<file path="src/hw/cmtr_pkg.sv">
// Constants for the connection-management trigger reaction block.
// Assumes a 32-bit APB slave with one aligned word per register.
package cmtr_pkg;

    // Register byte offsets
    localparam logic [7:0] CMTR_OFF_TRIGGER_DEFINITION = 8'h00;
    localparam logic [7:0] CMTR_OFF_TRIGGER_TRANSITION_CONFIG = 8'h04;
    localparam logic [7:0] CMTR_OFF_SWITCH_CONFIGURATION = 8'h08;
    localparam logic [7:0] CMTR_OFF_CURRENT_TRANSMIT_STATE = 8'h0C;
    localparam logic [7:0] CMTR_OFF_CMT_CONDITION = 8'h10;
    localparam logic [7:0] CMTR_OFF_CMT_CONDITION_COMPARE = 8'h14;
    localparam logic [7:0] CMTR_OFF_CMT_CONDITION_MASK = 8'h18;
    localparam logic [7:0] CMTR_OFF_RECEIVE_CONDITION_B = 8'h1C;
    localparam logic [7:0] CMTR_OFF_RECEIVE_CONDITION_MASK_B = 8'h20;

    // Trigger definition fields
    localparam int CMTR_TD_CODE_LSB = 0;
    localparam int CMTR_TD_CODE_W = 3;
    localparam int CMTR_TD_EN_LSB = 3;
    localparam int CMTR_NUM_COND = 5;

    // Condition bit order inside the enable field and the condition vector
    localparam int CMTR_COND_NOISE_THRESHOLD = 0;
    localparam int CMTR_COND_QUIET = 1;
    localparam int CMTR_COND_HALT = 2;
    localparam int CMTR_COND_MASTER = 3;
    localparam int CMTR_COND_SUPER_IDLE = 4;

    // Flag positions
    localparam int CMTR_TRIGGER_OCCURRED_BIT = 0;
    localparam int CMTR_CONNECTION_SERVICE_EVENT_BIT = 0;

    // Transmit line-state code for quiet
    localparam logic [2:0] CMTR_TX_QUIET = 3'h6;

    // Reset values
    localparam logic [7:0] CMTR_RST_TRIGGER_DEFINITION = 8'h00;
    localparam logic [7:0] CMTR_RST_TRANSITION_CONFIG = 8'h00;
    localparam logic [7:0] CMTR_RST_SWITCH_CONFIGURATION = 8'h00;
    localparam logic [2:0] CMTR_RST_TRANSMIT_STATE = 3'h0;
    localparam logic [7:0] CMTR_RST_BYTE = 8'h00;

    // Reaction limit for line state and switch reload
    localparam int CMTR_REACT_LIMIT_US = 3000;

endpackage : cmtr_pkg

</file>
<file path="src/hw/cmtr_cond_if.sv">
// Carries the synchronised received conditions from the synchroniser
// to the trigger logic. Both ends sit on pclk.
`timescale 1ns/1ps
`default_nettype none
interface cmtr_cond_if #(parameter int W = 5);
    logic [W-1:0] cond;
    modport src (output cond);
    modport snk (input cond);
endinterface : cmtr_cond_if
`default_nettype wire

</file>
<file path="src/hw/cmtr_trigger_reaction.sv">
// Connection-management trigger reaction with its APB register file.
// Assumes the received conditions arrive as levels from another clock
// domain and that pclk is the local byte clock.
// While the clock enable is low nothing moves, the trigger included.
//
// What this block does
// - The upper field of the trigger definition picks which received conditions fire the trigger.
// - A met trigger condition sets the trigger occurred flag.
// - A trigger copies the three-bit transmit code into the current transmit state.
// - Code 110 means quiet line state is transmitted on a trigger.
// - With its mask set, each new trigger occurred flag sets the connection service event.
// - The condition set holds condition and mask registers that govern the interrupt, and a compare register that is plain storage.
// - A trigger loads the transition configuration into the switch configuration.
// - Any enabled condition also enables the switch reload.
// - Software writes to the switch configuration are ignored while the reload happens.
// - The break line state is applied well within 3.0 ms.
// - The switch reload completes well within 3.0 ms.
`timescale 1ns/1ps
`default_nettype none
module cmtr_trigger_reaction
    import cmtr_pkg::*;
#(
    parameter int NUM_COND = CMTR_NUM_COND
) (
    // Clock, reset and clock enable
    input wire logic pclk,
    input wire logic presetn,
    input wire logic ce,
    // APB slave
    input wire logic psel,
    input wire logic penable,
    input wire logic pwrite,
    input wire logic [7:0] paddr,
    input wire logic [31:0] pwdata,
    output logic [31:0] prdata,
    output logic pready,
    output logic pslverr,
    // Received conditions from the line-state detector
    input wire logic rx_super_idle,
    input wire logic rx_master,
    input wire logic rx_halt,
    input wire logic rx_quiet,
    input wire logic rx_noise_threshold,
    // Reaction outputs
    output logic [2:0] tx_line_state,
    output logic [7:0] switch_config,
    output logic trigger_pulse,
    output logic irq
);

    // Register state
    logic [7:0] trigger_definition_q;
    logic [7:0] trigger_transition_config_q;
    logic [7:0] switch_configuration_q;
    logic [2:0] current_transmit_state_q;
    logic trigger_occurred_q;
    logic [7:0] cmt_condition_compare_q;
    logic trigger_occurred_mask_q;
    logic connection_service_event_q;
    logic connection_service_event_mask_q;
    logic fire_q;
    logic trigger_pulse_q;
    logic [31:0] prdata_q;

    // Bus decode
    logic acc;
    logic wr;
    logic mapped;
    logic [31:0] rd_d;

    // Trigger decode
    logic [NUM_COND-1:0] raw_cond;
    logic [NUM_COND-1:0] enables;
    logic fire;
    logic trig;
    logic tco_set;
    logic cse_set;

    cmtr_cond_if #(.W(NUM_COND)) cond_bus ();

    // Pack raw conditions in enable field order
    // Noise threshold sits in the lowest enable bit, super idle in the top
    always_comb
    begin
        raw_cond = '0;
        raw_cond[CMTR_COND_NOISE_THRESHOLD] = rx_noise_threshold;
        raw_cond[CMTR_COND_QUIET] = rx_quiet;
        raw_cond[CMTR_COND_HALT] = rx_halt;
        raw_cond[CMTR_COND_MASTER] = rx_master;
        raw_cond[CMTR_COND_SUPER_IDLE] = rx_super_idle;
    end

    // Conditions come from the receive domain, so synchronise them first
    // Bits may settle one cycle apart; any single enabled bit is enough to fire
    cmtr_sync #(
        .W(NUM_COND)
    ) u_sync (
        .pclk(pclk),
        .presetn(presetn),
        .ce(ce),
        .raw(raw_cond),
        .out(cond_bus)
    );

    // Condition selection, one evaluation per byte clock
    assign enables = trigger_definition_q[CMTR_TD_EN_LSB +: NUM_COND];
    assign fire = |(enables & cond_bus.cond);

    // Trigger is the first cycle of a selected condition; a persisting
    // condition does not keep locking out software writes
    assign trig = fire && !fire_q;

    // Last fire level and the one-cycle pulse that marks a trigger
    always_ff @(posedge pclk or negedge presetn)
    begin
        if (!presetn)
        begin
            fire_q <= 1'b0;
            trigger_pulse_q <= 1'b0;
        end
        else if (ce)
        begin
            fire_q <= fire;
            trigger_pulse_q <= trig;
        end
    end

    // APB: one wait-free access phase unless the clock enable is low
    // Only the address can refuse an access, never its timing
    assign acc = psel && penable && ce;
    assign wr = acc && pwrite;

    always_comb
    begin
        mapped = 1'b1;
        rd_d = 32'h00000000;
        unique case (paddr)
            CMTR_OFF_TRIGGER_DEFINITION: rd_d[7:0] = trigger_definition_q;
            CMTR_OFF_TRIGGER_TRANSITION_CONFIG: rd_d[7:0] = trigger_transition_config_q;
            CMTR_OFF_SWITCH_CONFIGURATION: rd_d[7:0] = switch_configuration_q;
            CMTR_OFF_CURRENT_TRANSMIT_STATE: rd_d[2:0] = current_transmit_state_q;
            CMTR_OFF_CMT_CONDITION: rd_d[CMTR_TRIGGER_OCCURRED_BIT] = trigger_occurred_q;
            CMTR_OFF_CMT_CONDITION_COMPARE: rd_d[7:0] = cmt_condition_compare_q;
            CMTR_OFF_CMT_CONDITION_MASK: rd_d[CMTR_TRIGGER_OCCURRED_BIT] = trigger_occurred_mask_q;
            CMTR_OFF_RECEIVE_CONDITION_B:
                rd_d[CMTR_CONNECTION_SERVICE_EVENT_BIT] = connection_service_event_q;
            CMTR_OFF_RECEIVE_CONDITION_MASK_B:
                rd_d[CMTR_CONNECTION_SERVICE_EVENT_BIT] = connection_service_event_mask_q;
            default: mapped = 1'b0;
        endcase
    end

    // Read data sampled every selected cycle so it is a flop at access
    // Trade-off: one flop stage instead of a wait state keeps APB zero-wait
    always_ff @(posedge pclk or negedge presetn)
    begin
        if (!presetn)
        begin
            prdata_q <= 32'h00000000;
        end
        else if (ce && psel)
        begin
            prdata_q <= rd_d;
        end
    end

    assign prdata = prdata_q;
    // Stall the master while the clock enable freezes the block
    assign pready = ce;
    // A master reads pslverr only with pready, so it needs no ce term
    assign pslverr = psel && penable && !mapped;

    // Trigger definition: enables on top, transmit code below; enabling a
    // condition that is already present fires on the next cycle
    always_ff @(posedge pclk or negedge presetn)
    begin
        if (!presetn)
        begin
            trigger_definition_q <= CMTR_RST_TRIGGER_DEFINITION;
        end
        else if (wr && paddr == CMTR_OFF_TRIGGER_DEFINITION)
        begin
            trigger_definition_q <= pwdata[7:0];
        end
    end

    // Transition configuration, software only; it is applied on every
    // trigger, so it must hold the present or the fallback setting
    always_ff @(posedge pclk or negedge presetn)
    begin
        if (!presetn)
        begin
            trigger_transition_config_q <= CMTR_RST_TRANSITION_CONFIG;
        end
        else if (wr && paddr == CMTR_OFF_TRIGGER_TRANSITION_CONFIG)
        begin
            trigger_transition_config_q <= pwdata[7:0];
        end
    end

    // Condition compare, plain storage read back by software; nothing
    // in the trigger path looks at it
    always_ff @(posedge pclk or negedge presetn)
    begin
        if (!presetn)
        begin
            cmt_condition_compare_q <= CMTR_RST_BYTE;
        end
        else if (wr && paddr == CMTR_OFF_CMT_CONDITION_COMPARE)
        begin
            cmt_condition_compare_q <= pwdata[7:0];
        end
    end

    // Condition mask: decides whether a new trigger also raises the
    // service event
    always_ff @(posedge pclk or negedge presetn)
    begin
        if (!presetn)
        begin
            trigger_occurred_mask_q <= 1'b0;
        end
        else if (wr && paddr == CMTR_OFF_CMT_CONDITION_MASK)
        begin
            trigger_occurred_mask_q <= pwdata[CMTR_TRIGGER_OCCURRED_BIT];
        end
    end

    // Service event mask: gates only the interrupt pin, the event bit
    // itself still sets so software can poll it
    always_ff @(posedge pclk or negedge presetn)
    begin
        if (!presetn)
        begin
            connection_service_event_mask_q <= 1'b0;
        end
        else if (wr && paddr == CMTR_OFF_RECEIVE_CONDITION_MASK_B)
        begin
            connection_service_event_mask_q <= pwdata[CMTR_CONNECTION_SERVICE_EVENT_BIT];
        end
    end

    // Switch configuration: the reload wins and blocks a same-cycle write
    // A later write is taken as usual, only the trigger cycle is locked
    always_ff @(posedge pclk or negedge presetn)
    begin
        if (!presetn)
        begin
            switch_configuration_q <= CMTR_RST_SWITCH_CONFIGURATION;
        end
        else if (ce)
        begin
            if (trig)
            begin
                switch_configuration_q <= trigger_transition_config_q;
            end
            else if (wr && paddr == CMTR_OFF_SWITCH_CONFIGURATION)
            begin
                switch_configuration_q <= pwdata[7:0];
            end
        end
    end

    // Current transmit state: the trigger code applies at once, so quiet
    // (code 110) goes out on the cycle after the trigger
    always_ff @(posedge pclk or negedge presetn)
    begin
        if (!presetn)
        begin
            current_transmit_state_q <= CMTR_RST_TRANSMIT_STATE;
        end
        else if (ce)
        begin
            if (trig)
            begin
                current_transmit_state_q <=
                    trigger_definition_q[CMTR_TD_CODE_LSB +: CMTR_TD_CODE_W];
            end
            else if (wr && paddr == CMTR_OFF_CURRENT_TRANSMIT_STATE)
            begin
                current_transmit_state_q <= pwdata[2:0];
            end
        end
    end

    // Sticky flags: hardware set beats a write-one clear in the same cycle
    // so an event is never lost to a clear that races it
    assign tco_set = trig;
    assign cse_set = tco_set && !trigger_occurred_q && trigger_occurred_mask_q;

    // Trigger occurred flag, write one to clear
    always_ff @(posedge pclk or negedge presetn)
    begin
        if (!presetn)
        begin
            trigger_occurred_q <= 1'b0;
        end
        else if (ce)
        begin
            if (tco_set)
            begin
                trigger_occurred_q <= 1'b1;
            end
            else if (wr && paddr == CMTR_OFF_CMT_CONDITION &&
                     pwdata[CMTR_TRIGGER_OCCURRED_BIT])
            begin
                trigger_occurred_q <= 1'b0;
            end
        end
    end

    // Service event, set only as the trigger flag goes from clear to set
    always_ff @(posedge pclk or negedge presetn)
    begin
        if (!presetn)
        begin
            connection_service_event_q <= 1'b0;
        end
        else if (ce)
        begin
            if (cse_set)
            begin
                connection_service_event_q <= 1'b1;
            end
            else if (wr && paddr == CMTR_OFF_RECEIVE_CONDITION_B &&
                     pwdata[CMTR_CONNECTION_SERVICE_EVENT_BIT])
            begin
                connection_service_event_q <= 1'b0;
            end
        end
    end

    // Level interrupt from the unmasked service event
    // Stays high until software clears the event or masks it
    assign irq = connection_service_event_q && connection_service_event_mask_q;

    // Outputs straight from registers
    // No logic between these flops and the pins
    assign tx_line_state = current_transmit_state_q;
    assign switch_config = switch_configuration_q;
    assign trigger_pulse = trigger_pulse_q;

endmodule : cmtr_trigger_reaction
`default_nettype wire

</file>
<file path="src/hw/cmtr_sync.sv">
// Two-flop synchroniser for a vector of level inputs.
// Assumes each bit is a slow level; bits are not coherent with each other.
`timescale 1ns/1ps
`default_nettype none
module cmtr_sync #(
    parameter int W = 5
) (
    // Clock and reset
    input wire logic pclk,
    input wire logic presetn,
    input wire logic ce,
    // Raw levels and synchronised result
    input wire logic [W-1:0] raw,
    cmtr_cond_if.src out
);
    logic [W-1:0] meta_q;
    logic [W-1:0] sync_q;

    // First stage is read only by the second stage
    always_ff @(posedge pclk or negedge presetn)
    begin
        if (!presetn)
        begin
            meta_q <= '0;
            sync_q <= '0;
        end
        else if (ce)
        begin
            meta_q <= raw;
            sync_q <= meta_q;
        end
    end

    assign out.cond = sync_q;
endmodule : cmtr_sync
`default_nettype wire

</file>
<file path="config.mk">
export PLATFORM = sky130hd
export DESIGN_NAME = cmtr_trigger_reaction
export DESIGN_NICKNAME = d
export VERILOG_FILES = /design/src/hw/cmtr_pkg.sv /design/src/hw/cmtr_cond_if.sv /design/src/hw/cmtr_trigger_reaction.sv /design/src/hw/cmtr_sync.sv
export SDC_FILE = /design/constraint.sdc
export NUM_CORES = 1
export LEC_CHECK = 0
export CORE_MARGIN = 2
export CORE_UTILIZATION = 61
export CTS_BUF_LIST = sky130_fd_sc_hd__clkbuf_4 sky130_fd_sc_hd__clkbuf_8
export DETAILED_ROUTE_END_ITERATION = 8
export DONT_BUFFER_PORTS = 1
export GPL_TIMING_DRIVEN = 0
export PLACE_DENSITY = 0.77
export SLEW_MARGIN = 20
export SYNTH_ARGS = -nofsm -noshare
export SYNTH_HDL_FRONTEND = slang
export SYNTH_SLANG_ARGS = --single-unit
</file>
<file path="constraint.sdc">
create_clock -name pclk -period 2.4 [get_ports pclk]
set_input_delay 0.36 -clock pclk [delete_from_list [all_inputs] [get_ports pclk]]
set_output_delay 0.36 -clock pclk [all_outputs]
set_load 0.01 [all_outputs]
</file>
======== Yosys cells after proc, flatten, opt, wreduce, memory -nomap -nowiden ========
Cells that the tools add are included.
cells by class
  eq/ne operators ......................... 8
  multiplexer cells ....................... 12
  bitwise gates (word level) .............. 1
  reduce and logical (&&, ||, !) cells .... 34
operators with widths
  cell                  count
  $eq A8 B5 Y1 const B  4
  $logic_and A1 B1 Y1   20
  $pmux W5 S4           1
  $eq A8 B4 Y1 const B  2
  $mux W8               2
  $pmux W2 S5           1
  $pmux W1 S9           1
  $reduce_or A9 Y1      1
  $eq A8 B3 Y1 const B  1
  $eq A8 B6 Y1 const B  1
  $logic_not A8 Y1      1
  $reduce_and A2 Y1     4
  $reduce_bool A2 Y1    4
  $mux W3               2
  $and A5 B5 Y5         1
  $mux W1               5
  $reduce_or A5 Y1      1
  $logic_not A1 Y1      3
storage, ports and cells
  register bits ........................... 59
  bits of input ports ..................... 51
  output and inout port bits .............. 47
  logic and storage cells ................. 69

======== Longest topological paths before layout ========
  depth in word-level cells ............... 7
  gate-level depth with buffers ........... 6
  gate-level depth less buffers ........... 4

======== Hierarchy ========
Synthesis repeated with hierarchy kept, for this count alone.
unflattened totals
  cell total of the unflattened synthesis .. 262
  area total of the unflattened synthesis .. 3111.7 um^2
modules (own cells, without submodules)
  module                 times used  cells each  area an instance (um^2)  seq. area each (um^2)
  cmtr_trigger_reaction  1           241         2700.1                   1226.2
  cmtr_sync              1           21          411.6                    250.2

======== Worst setup path before layout ========
No wires, ideal clock.
  kind .................................... input to register
  start point ............................. input paddr[4]
  end point ............................... register current_transmit_state_q[1] (netlist: tx_line_state[1])
  setup time .............................. 0.123 ns
  data arrival time ....................... 1.688 ns
  path slack .............................. 0.589 ns
  cell stages on the path ................. 5
  path through ............................ buf_6 or4_4 nor4_4 nand2_2 o221a_2
on the way
  longest elaborated chain between the ends .. 4
RTL lines
  element                              line                          RTL
  from (decl)                          cmtr_trigger_reaction.sv:33   input wire logic [7:0] paddr,
  $eq A8 B4 Y1                         cmtr_trigger_reaction.sv:279  else if (wr && paddr == CMTR_OFF_CURRENT_TRANSMIT_STATE)
  $logic_and A1 B1 Y1                  cmtr_trigger_reaction.sv:279
  $reduce_bool A2 Y1 (no source line)  -
  $reduce_and A2 Y1 (no source line)   -
  to (signal assigned)                 cmtr_trigger_reaction.sv:276  current_transmit_state_q <=
  to (signal assigned)                 cmtr_trigger_reaction.sv:281  current_transmit_state_q <= pwdata[2:0];
  to (decl)                            cmtr_trigger_reaction.sv:55   logic [2:0] current_transmit_state_q;
No other way between the ends.
A chain may end at the register's enable or synchronous reset.

======== Worst setup path after layout ========
  start point ............................. register trigger_definition_q[7]
  end point ............................... register connection_service_event_q
on the way
  longest elaborated chain between the ends .. 7
RTL lines
  element                               line                          RTL
  from (decl)                           cmtr_trigger_reaction.sv:52   logic [7:0] trigger_definition_q;
  from (signal assigned)                cmtr_trigger_reaction.sv:183  trigger_definition_q <= pwdata[7:0];
  $and A5 B5 Y5 (*)                     cmtr_trigger_reaction.sv:107  assign fire = |(enables & cond_bus.cond);
  $reduce_or A5 Y1 (*)                  cmtr_trigger_reaction.sv:107
  $logic_and A1 B1 Y1 (*)               cmtr_trigger_reaction.sv:111  assign trig = fire && !fire_q;
  $logic_and A1 B1 Y1 (*) (2 in a row)  cmtr_trigger_reaction.sv:289  assign cse_set = tco_set && !trigger_occurred_q && trigger_occurred_mask_q;
  $reduce_bool A2 Y1 (no source line)   -
  $reduce_and A2 Y1 (no source line)    -
  to (signal assigned)                  cmtr_trigger_reaction.sv:317  connection_service_event_q <= 1'b0;
  to (signal assigned)                  cmtr_trigger_reaction.sv:323  connection_service_event_q <= 1'b1;
  to (signal assigned)                  cmtr_trigger_reaction.sv:328  connection_service_event_q <= 1'b0;
  to (decl)                             cmtr_trigger_reaction.sv:59   logic connection_service_event_q;
Every way passes the cells marked *; elsewhere a longest branch is shown, timed or not.

==> results.rst <==
.. list-table::
   :header-rows: 1

   * - Metric
     - Value
   * - Initial Util
     - 64.1%
   * - Clock latency at the later pin of the worst-skew pair
     - 0.33 ns
   * - Slew at the pin closest to its max-slew limit
     - 0.771 ns
   * - Worst-path clk slew
     - 0.07 ns
   * - Leakage
     - 0.00168 uW
   * - Crit Reg-Reg Startpoint
     - trigger_definition_q[7]
   * - Syn Std Cell Area
     - 3050 um^2
   * - Path class of the lowest-slack min-delay path
     - primary input to flip-flop
   * - Detailed placement HPWL
     - 4590 um
   * - Die height
     - 74.7 um
   * - Peak VDD IR
     - 0.516 mV
   * - Logic depth of the worst register-to-register path
     - 4
   * - Capturing point of the worst reg2reg path
     - connection_service_event_q
   * - Required time of the critical path
     - 2.62 ns
   * - Synth warnings
     - 0
   * - Clock power share
     - 38.4%
   * - Area growth syn-to-layout
     - 12.4%
   * - Number of global-route vias before repair
     - 1978
   * - Per-cell via count in the routed design
     - 5.86
   * - Initial drt markers
     - 167
   * - Top_reg_cell synth
     - dfrtp_1
   * - CTS tree
     - done
   * - Remaining number of nets flagged by the antenna check after routing
     - 0
   * - First-pass GRT wire length
     - 9760 um
   * - Data arrival time at the worst-slack endpoint
     - 2.35 ns
   * - Number of flip-flops and latches in the synthesized netlist
     - 59
   * - Final critical-path share of the clock period
     - 88.7%
   * - Max Root-Sink Buffers
     - 2
   * - Result of the run
     - complete, no violations
   * - RSZ-0062 raised after global routing
     - no
   * - Maximum fanout encountered on the critical timing path
     - 10
   * - Endpoint with the worst hold slack
     - trigger_definition_q[3]
   * - Areal power density over the cells
     - 594 nW/um^2
   * - Clock buffers created by TritonCTS
     - 9
   * - Port Buf Inserts
     - 0
   * - Register-to-register setup slack
     - 0.27 ns
   * - Std-Cell Rows
     - 25
   * - Routability Congestion
     - 0.826
   * - Critical path start-end classification
     - flip-flop to flip-flop
   * - Aggregate negative setup slack
     - 0 ns
   * - Synthesized area per cell
     - 12.1 um^2
   * - Post-Synthesis Cells
     - 251
   * - DRC errors left
     - 0
   * - Most common cell after layout, fill and taps aside
     - dfrtp_1
   * - Final hold vios
     - 0
   * - Crit path launch
     - trigger_definition_q[7]
   * - Final global-route overflow total
     - 0
   * - HP Start
     - pwdata[3]
   * - Peak clock frequency supported by timing
     - 470 MHz
   * - Number of flops mapped to enable cells by yosys
     - 0
   * - Seq/Total Area, Yosys
     - 48.5%
   * - H-tree levels
     - 3
   * - Share of cells above drive strength 1
     - 34.6%
   * - Switching power total
     - 496 uW
   * - Largest net degree at the start of global routing
     - 60
   * - Die Outline Area
     - 5580 um^2
   * - Sw Ratio
     - 24.4%
   * - Clock root buffer
     - clkbuf_8
   * - Number of antenna violations at the first check in global routing
     - 0
   * - Critical path launch point type
     - flip-flop
   * - Average detailed-routed wire length per instance
     - 17.8 um
   * - Final count of pins violating max slew
     - 0
   * - Max transition margin
     - 48.2%
   * - Fraction of power consumed by sequential logic
     - 52.1%
   * - Count of cells along the worst hold path
     - 1
   * - Count of nets after finishing
     - 338
   * - ANT cells
     - 0
   * - Core region area
     - 4750 um^2
   * - Number of gates given a new drive strength after cts
     - 0
   * - Asr flop ratio synth
     - 100%
   * - Number of distinct library cell variants in the gate-level netlist after synthesis
     - 48
   * - Combinational group share of total power
     - 9.5%
   * - Die extent in x
     - 74.7 um
   * - Max-cap violations
     - 0
   * - Most used cells in the layout excluding fill and tap cells
     - dfrtp_1 (59), mux2_2 (33), buf_4 (25), conb_1 (24), mux2i_1 (12)
   * - Number of endpoints failing setup at the final stage
     - 0
   * - Number of optimization iterations in the first detailed-route pass
     - 4
   * - Vias after detailed routing
     - 2103
   * - Internal power of the cells
     - 1540 uW
   * - I/O pin count
     - 98
   * - Filler Cell Count
     - 360
   * - Final non-filler cell total
     - 359
   * - Routed Wire Length
     - 6390 um
   * - Sinks on the clock net
     - 59
   * - Aggregate global-route resource usage
     - 24.5%
   * - Final Skew
     - 0.00974 ns
   * - Min Clock Period, post-route
     - 2.13 ns
   * - Worst Hold Margin
     - 0.167 ns
   * - Post-Place Cells
     - 341
   * - Critical Path Sink Type
     - flip-flop
==> worst max-delay path by stage <==
| stage | depth (start not counted) | slack [ns] | endpoint |
|---|---|---|---|
| global placement | 4 | 0.34 | connection_service_event_q |
| CTS | 4 | 0.27 | connection_service_event_q |
| global route | 4 | 0.19 | connection_service_event_q |
| floorplan | 5 | 0.59 | tx_line_state[1] |
| finish | 4 | 0.27 | connection_service_event_q |
| detailed placement | 4 | 0.29 | connection_service_event_q |
==> per-stage QoR <==
stage	setup WS [ns]	instance area (um^2)	power (uW)	utilization [%]
4_1_cts	0.266	3420	2050	72.0
3_5_place_dp	0.291	3220	1250	67.7
3_3_place_gp	0.344	3220	1240	67.7
2_1_floorplan	0.589	3130	1220	-
5_1_grt	0.190	3420	2110	72.0
6_report	0.271	3420	2030	72.0
==> final cells by class <==
class | instances | area, um^2 | area share [%]
multi-input combinational | 176 | 1410 | 41.0
sequential | 59 | 1480 | 43.1
buffer | 34 | 233 | 6.80
timing repair buffer | 2 | 37.5 | 1.10
tap | 67 | 83.8 | 2.45
inverter | 5 | 18.8 | 0.548
clock buffer | 13 | 154 | 4.50
clock inverter | 3 | 15.0 | 0.439
==> per-layer routing <==
metal | wire (um) | global-route usage [%] | vias to the layer above
met1 | 2760 | 32.7 | 1040
met3 | 568 | 7.23 | 10
li1 | - | - | 962
met2 | 2950 | 36.3 | 91
met4 | 106 | 13.7 | 0
met5 | 0 | 0 | -
==> power by group through the flow <==
stage               clock network (uW)  registers, uW  logic (uW)
finish                             781           1060         193
global placement                     0           1080         163
global route                       835           1070         213
floorplan                            0           1070         146
CTS                                795           1060         193
detailed placement                   0           1080         166
==> cells by family (layout without fill, tap and decap cells) <==
family                 count (synthesis)  in the layout  share of synthesized area, %
other                                  1             24                         0.123
buffers and inverters                 39             57                          8.25
muxes                                 50             50                          18.7
DFF                                   59             59                          48.5
AOI/OAI and AO/OA                     43             43                          11.8
and+or+nand+nor                       59             59                          12.6
==> registers in the layout, summed over array words and instances (netlist names), 3 cells and up <==
| name | count |
|---|---|
| cmt_condition_compare_q | 8 |
| prdata | 8 |
| switch_config | 8 |
| trigger_definition_q | 8 |
| trigger_transition_config_q | 8 |
| tx_line_state | 3 |
| u_sync.meta_q | 5 |
| u_sync.out.cond | 5 |
==> worst max-delay path, stage by stage (launching register included) <==
cell and delay, ns:
dfrtp_1 0.43, a222oi_1 0.63, a21oi_1 0.28, clkbuf_1 0.34
a32o_1 0.34
==> what timing repair did <==
action / in CTS / in global routing
hold endpoints to repair: 59 / 0
hold buffers: 2 / 0
setup buffers: 0 / 0
==> synthesized netlist by cell type (2+ instances only) <==
cell | instances | share of area, %
nand3_1 | 3 | 0.49
or3_1 | 3 | 0.62
and3_1 | 2 | 0.41
mux2_2 | 33 | 12
a22o_1 | 6 | 1.7
a21o_1 | 4 | 0.99
o22ai_1 | 6 | 1.2
clkbuf_1 | 2 | 0.25
buf_1 | 3 | 0.37
mux2i_1 | 12 | 3.9
inv_1 | 5 | 0.62
mux4_2 | 2 | 1.5
nand2b_1 | 10 | 2.1
o21ai_0 | 3 | 0.49
buf_2 | 3 | 0.49
dfrtp_1 | 59 | 48
nor2b_1 | 4 | 0.82
a31oi_1 | 3 | 0.62
nor2_1 | 5 | 0.62
nand2_1 | 11 | 1.4
buf_4 | 25 | 6.2
o221a_2 | 11 | 4.1
mux2_1 | 3 | 1.1
nand4_1 | 4 | 0.82
nor3_1 | 5 | 0.82
nand2_4 | 2 | 0.74
No activity file was read; power rests on OpenSTA's default activity.
